**src/hdl/dram_mode_pkg.sv**
```systemverilog
// package of mode register two and three layouts, latencies and codes
// assumes a single command clock domain; nothing is imported, names are scoped
package dram_mode_pkg;
    // ========================================
    // command bus encodings
    localparam logic [2:0] BANK_SEL_MODE_TWO   = 3'h2;
    localparam logic [2:0] BANK_SEL_MODE_THREE = 3'h3;
    localparam int         MODE_WORD_WIDTH     = 19;

    // ========================================
    // mode register two field positions
    localparam int WCL_LSB       = 3;
    localparam int WCL_MSB       = 5;
    localparam int AUTO_RATE_BIT = 6;
    localparam int FORCED_2X_BIT = 7;
    localparam int DYN_TERM_LSB  = 9;
    localparam int DYN_TERM_MSB  = 10;

    // ========================================
    // mode register three field positions
    localparam int CAL_SEL_LSB = 0;
    localparam int CAL_SEL_MSB = 1;
    localparam int CAL_EN_BIT  = 2;

    // ========================================
    // reset values and codes
    localparam logic [18:0] MODE_TWO_RESET      = 19'h00000;
    localparam logic [18:0] MODE_THREE_RESET    = 19'h00000;
    localparam logic [1:0]  CAL_SEL_PATTERN     = 2'h0;
    localparam logic [7:0]  CAL_PATTERN         = 8'hAA;
    localparam logic [3:0]  WCL_BASE_CYCLES     = 4'h5;
    localparam int          BURST_BEATS         = 8;

    // ========================================
    // temperature thresholds in degrees C
    localparam logic [7:0] TEMP_NORMAL_LIMIT_C  = 8'h55;
    localparam logic [7:0] TEMP_AUTO_MARGIN_C   = 8'h02;

    typedef enum logic [1:0] {
        CMD_NONE,
        CMD_WRITE,
        CMD_READ
    } access_t;
endpackage : dram_mode_pkg

```
**src/hdl/dram_write_delay.sv**
```systemverilog
// delay line that releases a write start after a programmable number of cycles
// assumes the launch pulse and latency come from the same clock domain
`timescale 1ns/10ps
module dram_write_delay #(
    parameter int DEPTH = 32
) (
    input  wire logic        i_mclk,
    input  wire logic        i_rst_n,
    input  wire logic        i_launch,
    input  wire logic [4:0]  i_latency,
    output logic             o_release
);
    logic [DEPTH-1:0] pipe_q;

    // ========================================
    // shift register of pending write starts
    always_ff @(posedge i_mclk or negedge i_rst_n) begin
        if (!i_rst_n) begin
            pipe_q <= '0;
        end else begin
            pipe_q <= {pipe_q[DEPTH-2:0], i_launch};
        end
    end

    // tap selected by latency, zero means next cycle
    always_ff @(posedge i_mclk or negedge i_rst_n) begin
        if (!i_rst_n) begin
            o_release <= 1'b0;
        end else begin
            o_release <= (i_latency == 5'h00) ? i_launch : pipe_q[i_latency - 5'h01];
        end
    end
endmodule : dram_write_delay

```
**src/hdl/dram_burst_count.sv**
```systemverilog
// counter that holds a flag for one burst of beats after a start pulse
// assumes bursts do not overlap; a new start restarts the count
`timescale 1ns/10ps
module dram_burst_count #(
    parameter int BEATS = 8
) (
    input  wire logic i_mclk,
    input  wire logic i_rst_n,
    input  wire logic i_start,
    output logic      o_active,
    output logic [2:0] o_beat
);
    logic [3:0] cnt_q;

    // ========================================
    // beat counter and activity flag
    always_ff @(posedge i_mclk or negedge i_rst_n) begin
        if (!i_rst_n) begin
            cnt_q    <= 4'h0;
            o_active <= 1'b0;
            o_beat   <= 3'h0;
        end else if (i_start) begin
            cnt_q    <= 4'(BEATS - 1);
            o_active <= 1'b1;
            o_beat   <= 3'h0;
        end else if (cnt_q != 4'h0) begin
            cnt_q    <= cnt_q - 4'h1;
            o_beat   <= o_beat + 3'h1;
        end else begin
            o_active <= 1'b0;
        end
    end
endmodule : dram_burst_count

```
**src/hdl/dram_mode_reg_two_three.sv**
```systemverilog
// mode register two and three decode with write latency, refresh rate,
// dynamic termination and calibration readout behaviour
// assumes commands arrive decoded and synchronous to i_mclk; i_case_temp,
// i_nominal_term_en and i_write_leveling come from pins and are synchronised
//
// Summary of operation
// - write column latency is mode register two bits 5:3
// - total write latency is five base cycles plus write column latency plus additive latency
// - bit 6 enables automatic refresh rate; clear leaves the rate to bit 7
// - automatic mode doubles self refresh rate above 85 C, may switch lower
// - bit 7 enables forced extended temperature refresh; clear leaves the rate to bit 6
// - forced extended temperature option always gives double rate
// - bits 10:9 select dynamic write termination; nonzero enables it
// - write termination replaces nominal during each write burst
// - dynamic termination works with nominal disabled; nominal is then high-z
// - no dynamic termination while write leveling is active
// - mode register three holds until rewritten; array is untouched
// - bit 2 clear means normal array access, bits 1:0 ignored
// - bit 2 set returns calibration data; 00 selects the fixed pattern
// - while bit 2 is set, every read and auto precharge read goes to calibration register
// - reset still works while calibration readout is enabled
// - calibration contents may be read repeatedly
// - calibration pattern is alternating zero, one across the burst
// - bank address 010 selects register two, 011 register three
`timescale 1ns/10ps
module dram_mode_reg_two_three #(
    parameter int MAX_LATENCY = 32
) (
    input  wire logic        i_mclk,
    input  wire logic        i_rst_n,
    input  wire logic        i_mode_set,
    input  wire logic [2:0]  i_bank_addr,
    input  wire logic [18:0] i_addr,
    input  wire logic        i_write_cmd,
    input  wire logic        i_read_cmd,
    input  wire logic        i_read_auto_pre,
    input  wire logic [3:0]  i_additive_latency,
    input  wire logic        i_nominal_term_en,
    input  wire logic        i_write_leveling,
    input  wire logic        i_self_refresh,
    input  wire logic [7:0]  i_case_temp,
    input  wire logic [7:0]  i_array_rd_data,
    output logic [4:0]       o_total_write_latency,
    output logic             o_write_data_latch,
    output logic             o_refresh_double_rate,
    output logic             o_refresh_tick,
    output logic [1:0]       o_termination_sel,
    output logic             o_term_high_z,
    output logic             o_calibration_mode,
    output logic             o_array_read_en,
    output logic             o_rd_valid,
    output logic [7:0]       o_rd_data
);
    logic [18:0] mode_two_q;
    logic [18:0] mode_three_q;
    logic [7:0]  temp_meta_q;
    logic [7:0]  temp_q;
    logic        nom_meta_q;
    logic        nom_q;
    logic        lvl_meta_q;
    logic        lvl_q;
    logic        rate_hot_q;
    logic [1:0]  refresh_div_q;
    logic        write_release;
    logic        burst_active;
    logic [2:0]  burst_beat;
    logic [2:0]  read_beat;
    logic        read_active;
    logic        cal_rd_q;
    logic [3:0]  read_left_q;

    logic [2:0] write_column_latency;
    logic       automatic_refresh_rate_adjust;
    logic       forced_extended_temp_refresh;
    logic [1:0] dynamic_write_termination;
    logic       calibration_enable;
    logic [1:0] calibration_select;
    logic       any_read;

    // ========================================
    // pin synchronisers
    always_ff @(posedge i_mclk or negedge i_rst_n) begin
        if (!i_rst_n) begin
            temp_meta_q <= 8'h00;
            temp_q      <= 8'h00;
            nom_meta_q  <= 1'b0;
            nom_q       <= 1'b0;
            lvl_meta_q  <= 1'b0;
            lvl_q       <= 1'b0;
        end else begin
            temp_meta_q <= i_case_temp;
            temp_q      <= temp_meta_q;
            nom_meta_q  <= i_nominal_term_en;
            nom_q       <= nom_meta_q;
            lvl_meta_q  <= i_write_leveling;
            lvl_q       <= lvl_meta_q;
        end
    end

    // ========================================
    // mode register capture; contents held until next set, reset clears
    always_ff @(posedge i_mclk or negedge i_rst_n) begin
        if (!i_rst_n) begin
            mode_two_q   <= dram_mode_pkg::MODE_TWO_RESET;
            mode_three_q <= dram_mode_pkg::MODE_THREE_RESET;
        end else if (i_mode_set) begin
            if (i_bank_addr == dram_mode_pkg::BANK_SEL_MODE_TWO) begin
                mode_two_q <= i_addr;
            end else if (i_bank_addr == dram_mode_pkg::BANK_SEL_MODE_THREE) begin
                mode_three_q <= i_addr;
            end
        end
    end

    // field extraction
    assign write_column_latency =
        mode_two_q[dram_mode_pkg::WCL_MSB:dram_mode_pkg::WCL_LSB];
    assign automatic_refresh_rate_adjust = mode_two_q[dram_mode_pkg::AUTO_RATE_BIT];
    assign forced_extended_temp_refresh  = mode_two_q[dram_mode_pkg::FORCED_2X_BIT];
    assign dynamic_write_termination =
        mode_two_q[dram_mode_pkg::DYN_TERM_MSB:dram_mode_pkg::DYN_TERM_LSB];
    assign calibration_enable = mode_three_q[dram_mode_pkg::CAL_EN_BIT];
    assign calibration_select =
        mode_three_q[dram_mode_pkg::CAL_SEL_MSB:dram_mode_pkg::CAL_SEL_LSB];
    assign any_read = i_read_cmd | i_read_auto_pre;

    // ========================================
    // write latency: base plus field plus additive latency
    always_ff @(posedge i_mclk or negedge i_rst_n) begin
        if (!i_rst_n) begin
            o_total_write_latency <= 5'h00;
        end else begin
            o_total_write_latency <= 5'({1'b0, dram_mode_pkg::WCL_BASE_CYCLES}
                                       + {2'h0, write_column_latency}
                                       + {1'b0, i_additive_latency});
        end
    end

    // delay the write command by total latency
    dram_write_delay #(
        .DEPTH     (MAX_LATENCY)
    ) u_write_delay (
        .i_mclk    (i_mclk),
        .i_rst_n   (i_rst_n),
        .i_launch  (i_write_cmd & ~calibration_enable),
        .i_latency (o_total_write_latency),
        .o_release (write_release)
    );

    // first data beat latch strobe
    always_ff @(posedge i_mclk or negedge i_rst_n) begin
        if (!i_rst_n) begin
            o_write_data_latch <= 1'b0;
        end else begin
            o_write_data_latch <= write_release;
        end
    end

    // write burst window
    dram_burst_count #(
        .BEATS    (dram_mode_pkg::BURST_BEATS)
    ) u_write_burst (
        .i_mclk   (i_mclk),
        .i_rst_n  (i_rst_n),
        .i_start  (write_release),
        .o_active (burst_active),
        .o_beat   (burst_beat)
    );

    // ========================================
    // self refresh rate selection
    always_ff @(posedge i_mclk or negedge i_rst_n) begin
        if (!i_rst_n) begin
            rate_hot_q <= 1'b0;
        end else if (forced_extended_temp_refresh) begin
            rate_hot_q <= 1'b1;
        end else if (automatic_refresh_rate_adjust) begin
            // switch slightly below the limit for margin
            rate_hot_q <= (temp_q > (dram_mode_pkg::TEMP_NORMAL_LIMIT_C
                                     - dram_mode_pkg::TEMP_AUTO_MARGIN_C));
        end else begin
            rate_hot_q <= 1'b0;
        end
    end

    always_ff @(posedge i_mclk or negedge i_rst_n) begin
        if (!i_rst_n) begin
            o_refresh_double_rate <= 1'b0;
        end else begin
            o_refresh_double_rate <= rate_hot_q;
        end
    end

    // refresh tick: every fourth cycle single, every second double
    always_ff @(posedge i_mclk or negedge i_rst_n) begin
        if (!i_rst_n) begin
            refresh_div_q  <= 2'h0;
            o_refresh_tick <= 1'b0;
        end else if (i_self_refresh) begin
            refresh_div_q  <= refresh_div_q + 2'h1;
            o_refresh_tick <= rate_hot_q ? refresh_div_q[0] : (refresh_div_q == 2'h3);
        end else begin
            refresh_div_q  <= 2'h0;
            o_refresh_tick <= 1'b0;
        end
    end

    // ========================================
    // termination: 00 off, 01 nominal, 10 write value
    always_ff @(posedge i_mclk or negedge i_rst_n) begin
        if (!i_rst_n) begin
            o_termination_sel <= 2'h0;
            o_term_high_z     <= 1'b1;
        end else if (burst_active && (dynamic_write_termination != 2'h0)
                     && !lvl_q) begin
            o_termination_sel <= 2'h2;
            o_term_high_z     <= 1'b0;
        end else if (nom_q) begin
            o_termination_sel <= 2'h1;
            o_term_high_z     <= 1'b0;
        end else begin
            o_termination_sel <= 2'h0;
            o_term_high_z     <= 1'b1;
        end
    end

    // ========================================
    // calibration readout mode flag
    always_ff @(posedge i_mclk or negedge i_rst_n) begin
        if (!i_rst_n) begin
            o_calibration_mode <= 1'b0;
        end else begin
            o_calibration_mode <= calibration_enable;
        end
    end

    // read burst tracker, restartable for repeated readouts
    always_ff @(posedge i_mclk or negedge i_rst_n) begin
        if (!i_rst_n) begin
            read_left_q <= 4'h0;
            cal_rd_q    <= 1'b0;
            read_beat   <= 3'h0;
        end else if (any_read) begin
            read_left_q <= 4'(dram_mode_pkg::BURST_BEATS);
            cal_rd_q    <= calibration_enable;
            read_beat   <= 3'h0;
        end else if (read_left_q != 4'h0) begin
            read_left_q <= read_left_q - 4'h1;
            read_beat   <= read_beat + 3'h1;
        end
    end
    assign read_active = (read_left_q != 4'h0);

    // array read enable only in normal mode
    always_ff @(posedge i_mclk or negedge i_rst_n) begin
        if (!i_rst_n) begin
            o_array_read_en <= 1'b0;
        end else begin
            o_array_read_en <= any_read & ~calibration_enable;
        end
    end

    // read data mux: array or calibration pattern
    always_ff @(posedge i_mclk or negedge i_rst_n) begin
        if (!i_rst_n) begin
            o_rd_valid <= 1'b0;
            o_rd_data  <= 8'h00;
        end else begin
            o_rd_valid <= read_active;
            if (!read_active) begin
                o_rd_data <= 8'h00;
            end else if (cal_rd_q) begin
                if (calibration_select == dram_mode_pkg::CAL_SEL_PATTERN) begin
                    o_rd_data <= {8{dram_mode_pkg::CAL_PATTERN[read_beat]}};
                end else begin
                    o_rd_data <= 8'h00; // reserved selections read zero
                end
            end else begin
                o_rd_data <= i_array_rd_data;
            end
        end
    end

    // unused beat index of write burst kept for debug visibility
    logic [2:0] unused_beat;
    assign unused_beat = burst_beat;
endmodule : dram_mode_reg_two_three

```
**config.mk**
```make
export PLATFORM = sky130hd
export DESIGN_NAME = dram_mode_reg_two_three
export DESIGN_NICKNAME = d
export VERILOG_FILES = /design/src/hdl/dram_mode_pkg.sv /design/src/hdl/dram_write_delay.sv /design/src/hdl/dram_burst_count.sv /design/src/hdl/dram_mode_reg_two_three.sv
export SDC_FILE = /design/constraint.sdc
export NUM_CORES = 1
export LEC_CHECK = 0
export ABC_AREA = 0
export BUFFER_PORTS_ARGS = -buffer_cell sky130_fd_sc_hd__buf_4
export CORE_MARGIN = 4
export CORE_UTILIZATION = 25
export DETAILED_ROUTE_END_ITERATION = 8
export GPL_TIMING_DRIVEN = 0
export PLACE_DENSITY_LB_ADDON = 0.15
export SETUP_SLACK_MARGIN = 0.5
export SYNTH_ARGS = -nofsm -noshare
export SYNTH_HDL_FRONTEND = slang
export SYNTH_SLANG_ARGS = --single-unit
```
**constraint.sdc**
```tcl
create_clock -name i_mclk -period 2.4 [get_ports i_mclk]
set_clock_uncertainty 0.1 [all_clocks]
set_input_delay 0.48 -clock i_mclk [delete_from_list [all_inputs] [get_ports i_mclk]]
set_output_delay 0.48 -clock i_mclk [all_outputs]
set_load 0.03 [all_outputs]
```
Word level (Yosys, flattened, before mapping)
Memory sizes are Yosys's and may differ from the RTL's.
Cells that the tools add are included.
Widths: inputs -> output; s select.
- magnitude comparators: 3
- div/mod/pow operators: 0
- multipliers: 0
- equal/unequal tests: 4
- reduce and logical (&&, ||, !) cells: 12
- add/subtract/negate cells: 7
- mux-type cells: 24
- bitwise logic cells: 5
- shifts and indexed selects: 0
- operators by type and width (kind ; number):
    $mux 8 ; 3
    $mux 4 ; 4
    $mux 1 ; 12
    $gt 8x7->1 const B ; 1
    $reduce_bool 4->1 ; 2
    $sub 4x1->4 const B ; 2
    $eq 3x2->1 const B ; 2
    $lt 5x6->1 const B ; 1
    $mux 3 ; 2
    $reduce_bool 2->1 ; 3
    $add 4x4->5 ; 1
    $bmux 1 s5 ; 1
    $logic_not 5->1 ; 1
    $sub 5x1->5 const B ; 1
    $add 3x3->4 const A ; 1
    $lt 3x4->1 const B ; 1
    $mux 2 ; 2
    $add 3x1->3 const B ; 1
    $reduce_and 3->1 ; 1
    $add 2x1->2 const B ; 1
    $and 1x1->1 ; 2
    $eq 2x2->1 const B ; 1
    $logic_and 1x1->1 ; 2
    $logic_not 2->1 ; 1
    other kinds (5) ; 6
- ROM bits: 8
- bits in latches: 0
- register bits after elaboration: 105
- output and inout port bits: 22
- memories: 1
- bits in writable memories: 0
- input port bits: 51
- memory list (name ; words ; width ; read ports ; clocked after memory_dff ; write ports ; line ; text):
    (name not given) ; 8 ; 1 ; 1 ; 0 ; 0 ; dram_mode_reg_two_three.sv:274 ; o_rd_data <= {8{dram_mode_pkg::CAL_PATTERN[read_beat]}};

Logic depth before layout (Yosys ltp)
- word-level depth: 5
- gate-level depth with buffers: 9
- mapped depth without buffers: 7

Cells and area by module
Synthesis repeated with hierarchy kept, for this count alone.
- cell total of the unflattened synthesis: 246
- area, all modules: 3769.9 um^2
- by module, submodules not included (module ; seq. area each (um^2) ; cells an instance ; area each (um^2) ; times used):
    dram_mode_reg_two_three ; 1427.6 ; 152 ; 2185.8 ; 1
    dram_write_delay ; 825.8 ; 59 ; 1199.9 ; 1
    dram_burst_count ; 200.2 ; 35 ; 384.1 ; 1

Least setup slack after synthesis
Ideal clock, no wire load.
- path type: reg-to-reg
- start: register o_total_write_latency[0]
- end: register u_write_delay.o_release
- cell stages (with the launch flop): 10
- buffers on the path: 2
- arrival time: 2007 ps
- required time: 2161 ps
- path slack: 154 ps
- period minus slack after synthesis: 2246 ps
- cells stage by stage: dfrtp_1 buf_6 inv_1 ha_1 buf_1 mux4_1 mux2i_1 mux2i_1 a211oi_2 a21oi_1
- longest elaborated chain between the ends: 4
- elaborated cells between the ends (all ways): 5
- those cells by class: add/sub: 1; mux: 3; reduce/logical: 1
- RTL lines (what ; line ; text):
    start: declaration ; dram_mode_reg_two_three.sv:43 ; output logic [4:0] o_total_write_latency,
    start signal: assignment ; dram_mode_reg_two_three.sv:133 ; o_total_write_latency <= 5'({1'b0, dram_mode_pkg::WCL_BASE_CYCLES}
    $sub 5x1->5 ; dram_write_delay.sv:30 ; o_release <= (i_latency == 5'h00) ? i_launch : pipe_q[i_latency - 5'h01];
    $bmux 1 s5 ; dram_write_delay.sv:30 ;
    $mux 1 (not written as such) ; dram_write_delay.sv:30 ;
    $mux 1 * ; dram_write_delay.sv:30 ;
    end signal: assignment ; dram_write_delay.sv:30 ;
    end: declaration ; dram_write_delay.sv:11 ; output logic o_release
Mark *: on every way between the ends. The rest lies on a longest branch, timed or not. The select of a mux whose other input is x is not followed.
A chain may end at the register's enable or synchronous reset.

Final worst setup path
Ends and elaborated chain as after synthesis.

==> impl_metrics.yaml <==
status:
  run_status: "finished clean"
pwr:
  power_mw: 4.813
  irDropWorstVdd_mv: 0.6869
  cellPowerDensity_mw_per_mm2: 1067
  lkg_pwr_nw: 2.129
setup_path:
  critPathRequiredTime_ns: 2.53
  setup.worst_path.end_class: "register"
  critPathLaunchType: "register"
  reg2reg_setup_slack_ns: 0.40
  cp_data_arrival_time_ns: 2.13
  r2r_start: "o_total_write_latency[0]"
  crit_fanout: 5
  reg2reg_capture_point: "u_write_delay.o_release"
  timing.reg2reg.worst_path_depth: 9
  worstSetupPathType: "reg2reg"
place:
  gp_congestion: 0.6502
  place.detailed.hpwl_um: 4127
  detailedPlace.worstSlack_ns: 0.2749
  io_buffers: 61
routing:
  first_pass_iters: 5
  num_vias: 1947
  drt-wirelength-per-cell_um: 12.98
  detail_route.vias_per_cell: 4.056
  dr.first_iter.drc_count: 111
  postRouteWirelength_um: 6229
  detail_route.drc_violations: 0
  ant_nets: 0
timing:
  final_period_minus_worst_setup_slack_ns: 2.002
  finalMaxSlewViolations: 0
  worstMarginPinSlew_ns: 1.165
  post-route-period-util: 0.8341
  slew_headroom: 0.2232
  maximum_frequency_from_static_timing_analysis_mhz: 499.5
  total_negative_slack_for_setup_checks_ns: 0
  setup-violations-final: 0
  rsz0062_at_grt: "yes"
  setup_slack_ns: 0.3982
  final-hold-violation-count: 0
synthesis:
  synth_enable_flop_cells: 0
  postSynthRegisterBits: 95
  postSynth.topFlopCell: "dfrtp_1"
  postSynthAreaPerCell_um2: 15.47
  synth_area_leader_cell: "dfrtp_1"
  synth.most_common_cell: "dfrtp_1"
  synth_area_leaders: "dfrtp_1, mux4_1, ha_1, mux2_2, mux2i_1"
  synth_cell_types: 34
  synthesis.instances: 223
  yosys_warnings: 0
  synth.yosys.seq_area_share: 0.6893
  post-synth-top-area-fraction: 0.6817
  asyncSetResetFlopFracSynth: 1.000
  postSynthNetCount: 285
  synthTopCellsByCount: "dfrtp_1, inv_1, ha_1, o21a_1"
  synthesis.area_mm2: 0.003451
global_route:
  grt_overflow: 0
  grt_start_max_net_pins: 96
  grt_pass1_wl_um: 10870
  antenna_found_initial: 0
  grt_pass1_vias: 2151
  overall_global_routing_usage: 0.08880
final_layout:
  drive_gt1_frac: 0.3300
  area_growth_pct: 30.75
  finish.net_count: 360
  fillers: 1368
  regArea_mm2: 0.002380
  multi_input_gate_area_um2: 987.2
clocking:
  clk-insertion-delay-late_ns: 0.34
  htree_levels: 3
  tritoncts: "done"
  cts-root-buf: "clkbuf_16"
  tritoncts_num_sinks: 95
  cts.path.max_buffers: 2
  clkSlewWorstSetupHoldPaths_ns: 0.07
  cts_hold_buf: 0
  numCtsBuffers: 9
floorplanning:
  fp-row-count: 42
  die_w_um: 125.5
  chip_height_um: 125.5
  core_area_mm2: 0.01340
  floorplan.io_pins: 73
  die_area_mm2: 0.01575
  initial_core_util: 0.2575
hold_path:
  timing.hold.worst_endpoint: "nom_meta_q"
  beginning_of_the_worst_hold_path: "i_nominal_term_en"
  hold_crit_depth: 1
  hp-class: "in2reg"
job:
  drv.max_cap_violation_count: 0
report_power, final:
part | internal (mW) | leakage, nW | total (mW) | switching, mW
clock | 0.921 | 0.153 | 1.53 | 0.612
sequential | 1.88 | 1.15 | 2.03 | 0.155
combinational | 0.610 | 0.827 | 1.25 | 0.638
total | 3.41 | 2.13 | 4.81 | 1.41
area by class of cell:
class	count	share of cell area
sequential	95	0.5275
multi-input combinational	105	0.2188
antenna	1	0.0005546
clock buffer	10	0.05075
clock inverter	6	0.02080
buffer	4	0.007488
inverter	19	0.01636
tap	176	0.04881
timing repair buffer	64	0.1090
worst max path at each step:
stage | startpoint | end | slack, ns | cells past startpoint
5_1_grt | o_total_write_latency[0] | u_write_delay.o_release | 0.32 | 10
3_3_place_gp | o_total_write_latency[0] | u_write_delay.o_release | 0.28 | 9
6_report | o_total_write_latency[0] | u_write_delay.o_release | 0.40 | 9
3_5_place_dp | o_total_write_latency[0] | u_write_delay.o_release | 0.27 | 9
2_1_floorplan | o_total_write_latency[0] | u_write_delay.o_release | 0.40 | 9
4_1_cts | o_total_write_latency[0] | u_write_delay.o_release | 0.37 | 9
registers in the layout (all words and copies together) (netlist names), 4 cells and up:
register and flops:
u_write_delay.pipe_q 32, read_left_q 4, o_rd_data 8, temp_meta_q 6, mode_two_q 7, o_total_write_latency 5
temp_q 6, u_write_burst.cnt_q 4
cells by family (layout without fill, tap and decap cells):
family	count (synthesis)	count (layout)	synth area share
other cells	0	1	0
buf+inv	23	103	0.02719
xor+xnor	6	6	0.01740
simple gates	38	38	0.05838
compound gates	24	24	0.04931
mux	26	26	0.1164
fa+ha+maj	11	11	0.04206
flops	95	95	0.6893
critical path: stages (launching register included):
cell,delay (ns)
dfrtp_2,0.41
buf_8,0.13
inv_4,0.05
ha_4,0.18
buf_6,0.13
mux4_2,0.29
mux2i_1,0.18
mux2i_1,0.13
a211oi_2,0.23
a21oi_1,0.06
what timing repair did:
item	4_1_cts	5_1_grt
gates resized for setup	6	4
pin swaps	2	1
buffers inserted	3	0
endpoints found under the setup margin	1	9
endpoints found under the hold margin	0	0
metal layers:
metal | GRT usage | part of all wire | up-vias
met5 | 0 | 0 | -
met4 | 0.03061 | 0.013 | 0
met3 | 0.04392 | 0.059 | 5
met2 | 0.1309 | 0.47 | 44
met1 | 0.1136 | 0.46 | 990
li1 | - | - | 908
cell usage in the layout (no fill, tap or decap), types with 2 or more instances in the layout:
cell | netlist | layout
nand2b_1 | 2 | 2
nor2_1 | 9 | 9
clkbuf_1 | 2 | 3
buf_8 | 0 | 2
nor2b_1 | 5 | 5
o21a_1 | 10 | 10
xnor2_1 | 5 | 5
or3_1 | 2 | 2
buf_6 | 1 | 2
dfrtp_1 | 94 | 93
bufinv_16 | 0 | 2
mux2_2 | 9 | 9
a21o_1 | 2 | 2
mux4_2 | 0 | 2
mux4_1 | 8 | 6
buf_4 | 0 | 62
nor3_1 | 8 | 8
nand2_1 | 6 | 6
a21oi_1 | 4 | 4
o21ai_0 | 3 | 3
clkbuf_16 | 0 | 9
clkinv_4 | 0 | 2
ha_1 | 10 | 9
mux2i_1 | 9 | 9
inv_1 | 19 | 18
through the flow:
step           cell area, um2  cells  hold WS (ns)  utilization
5_1_grt                  4509    479        0.1166       0.3365
3_5_place_dp             4138    460        0.2347       0.3088
3_3_place_gp             4138    460        0.2320       0.3088
2_1_floorplan            3460    223       0.08441            -
4_1_cts                  4502    479        0.1198       0.3359
6_report                 4512    480        0.1420       0.3367
No activity file was read; power rests on OpenSTA's default activity.
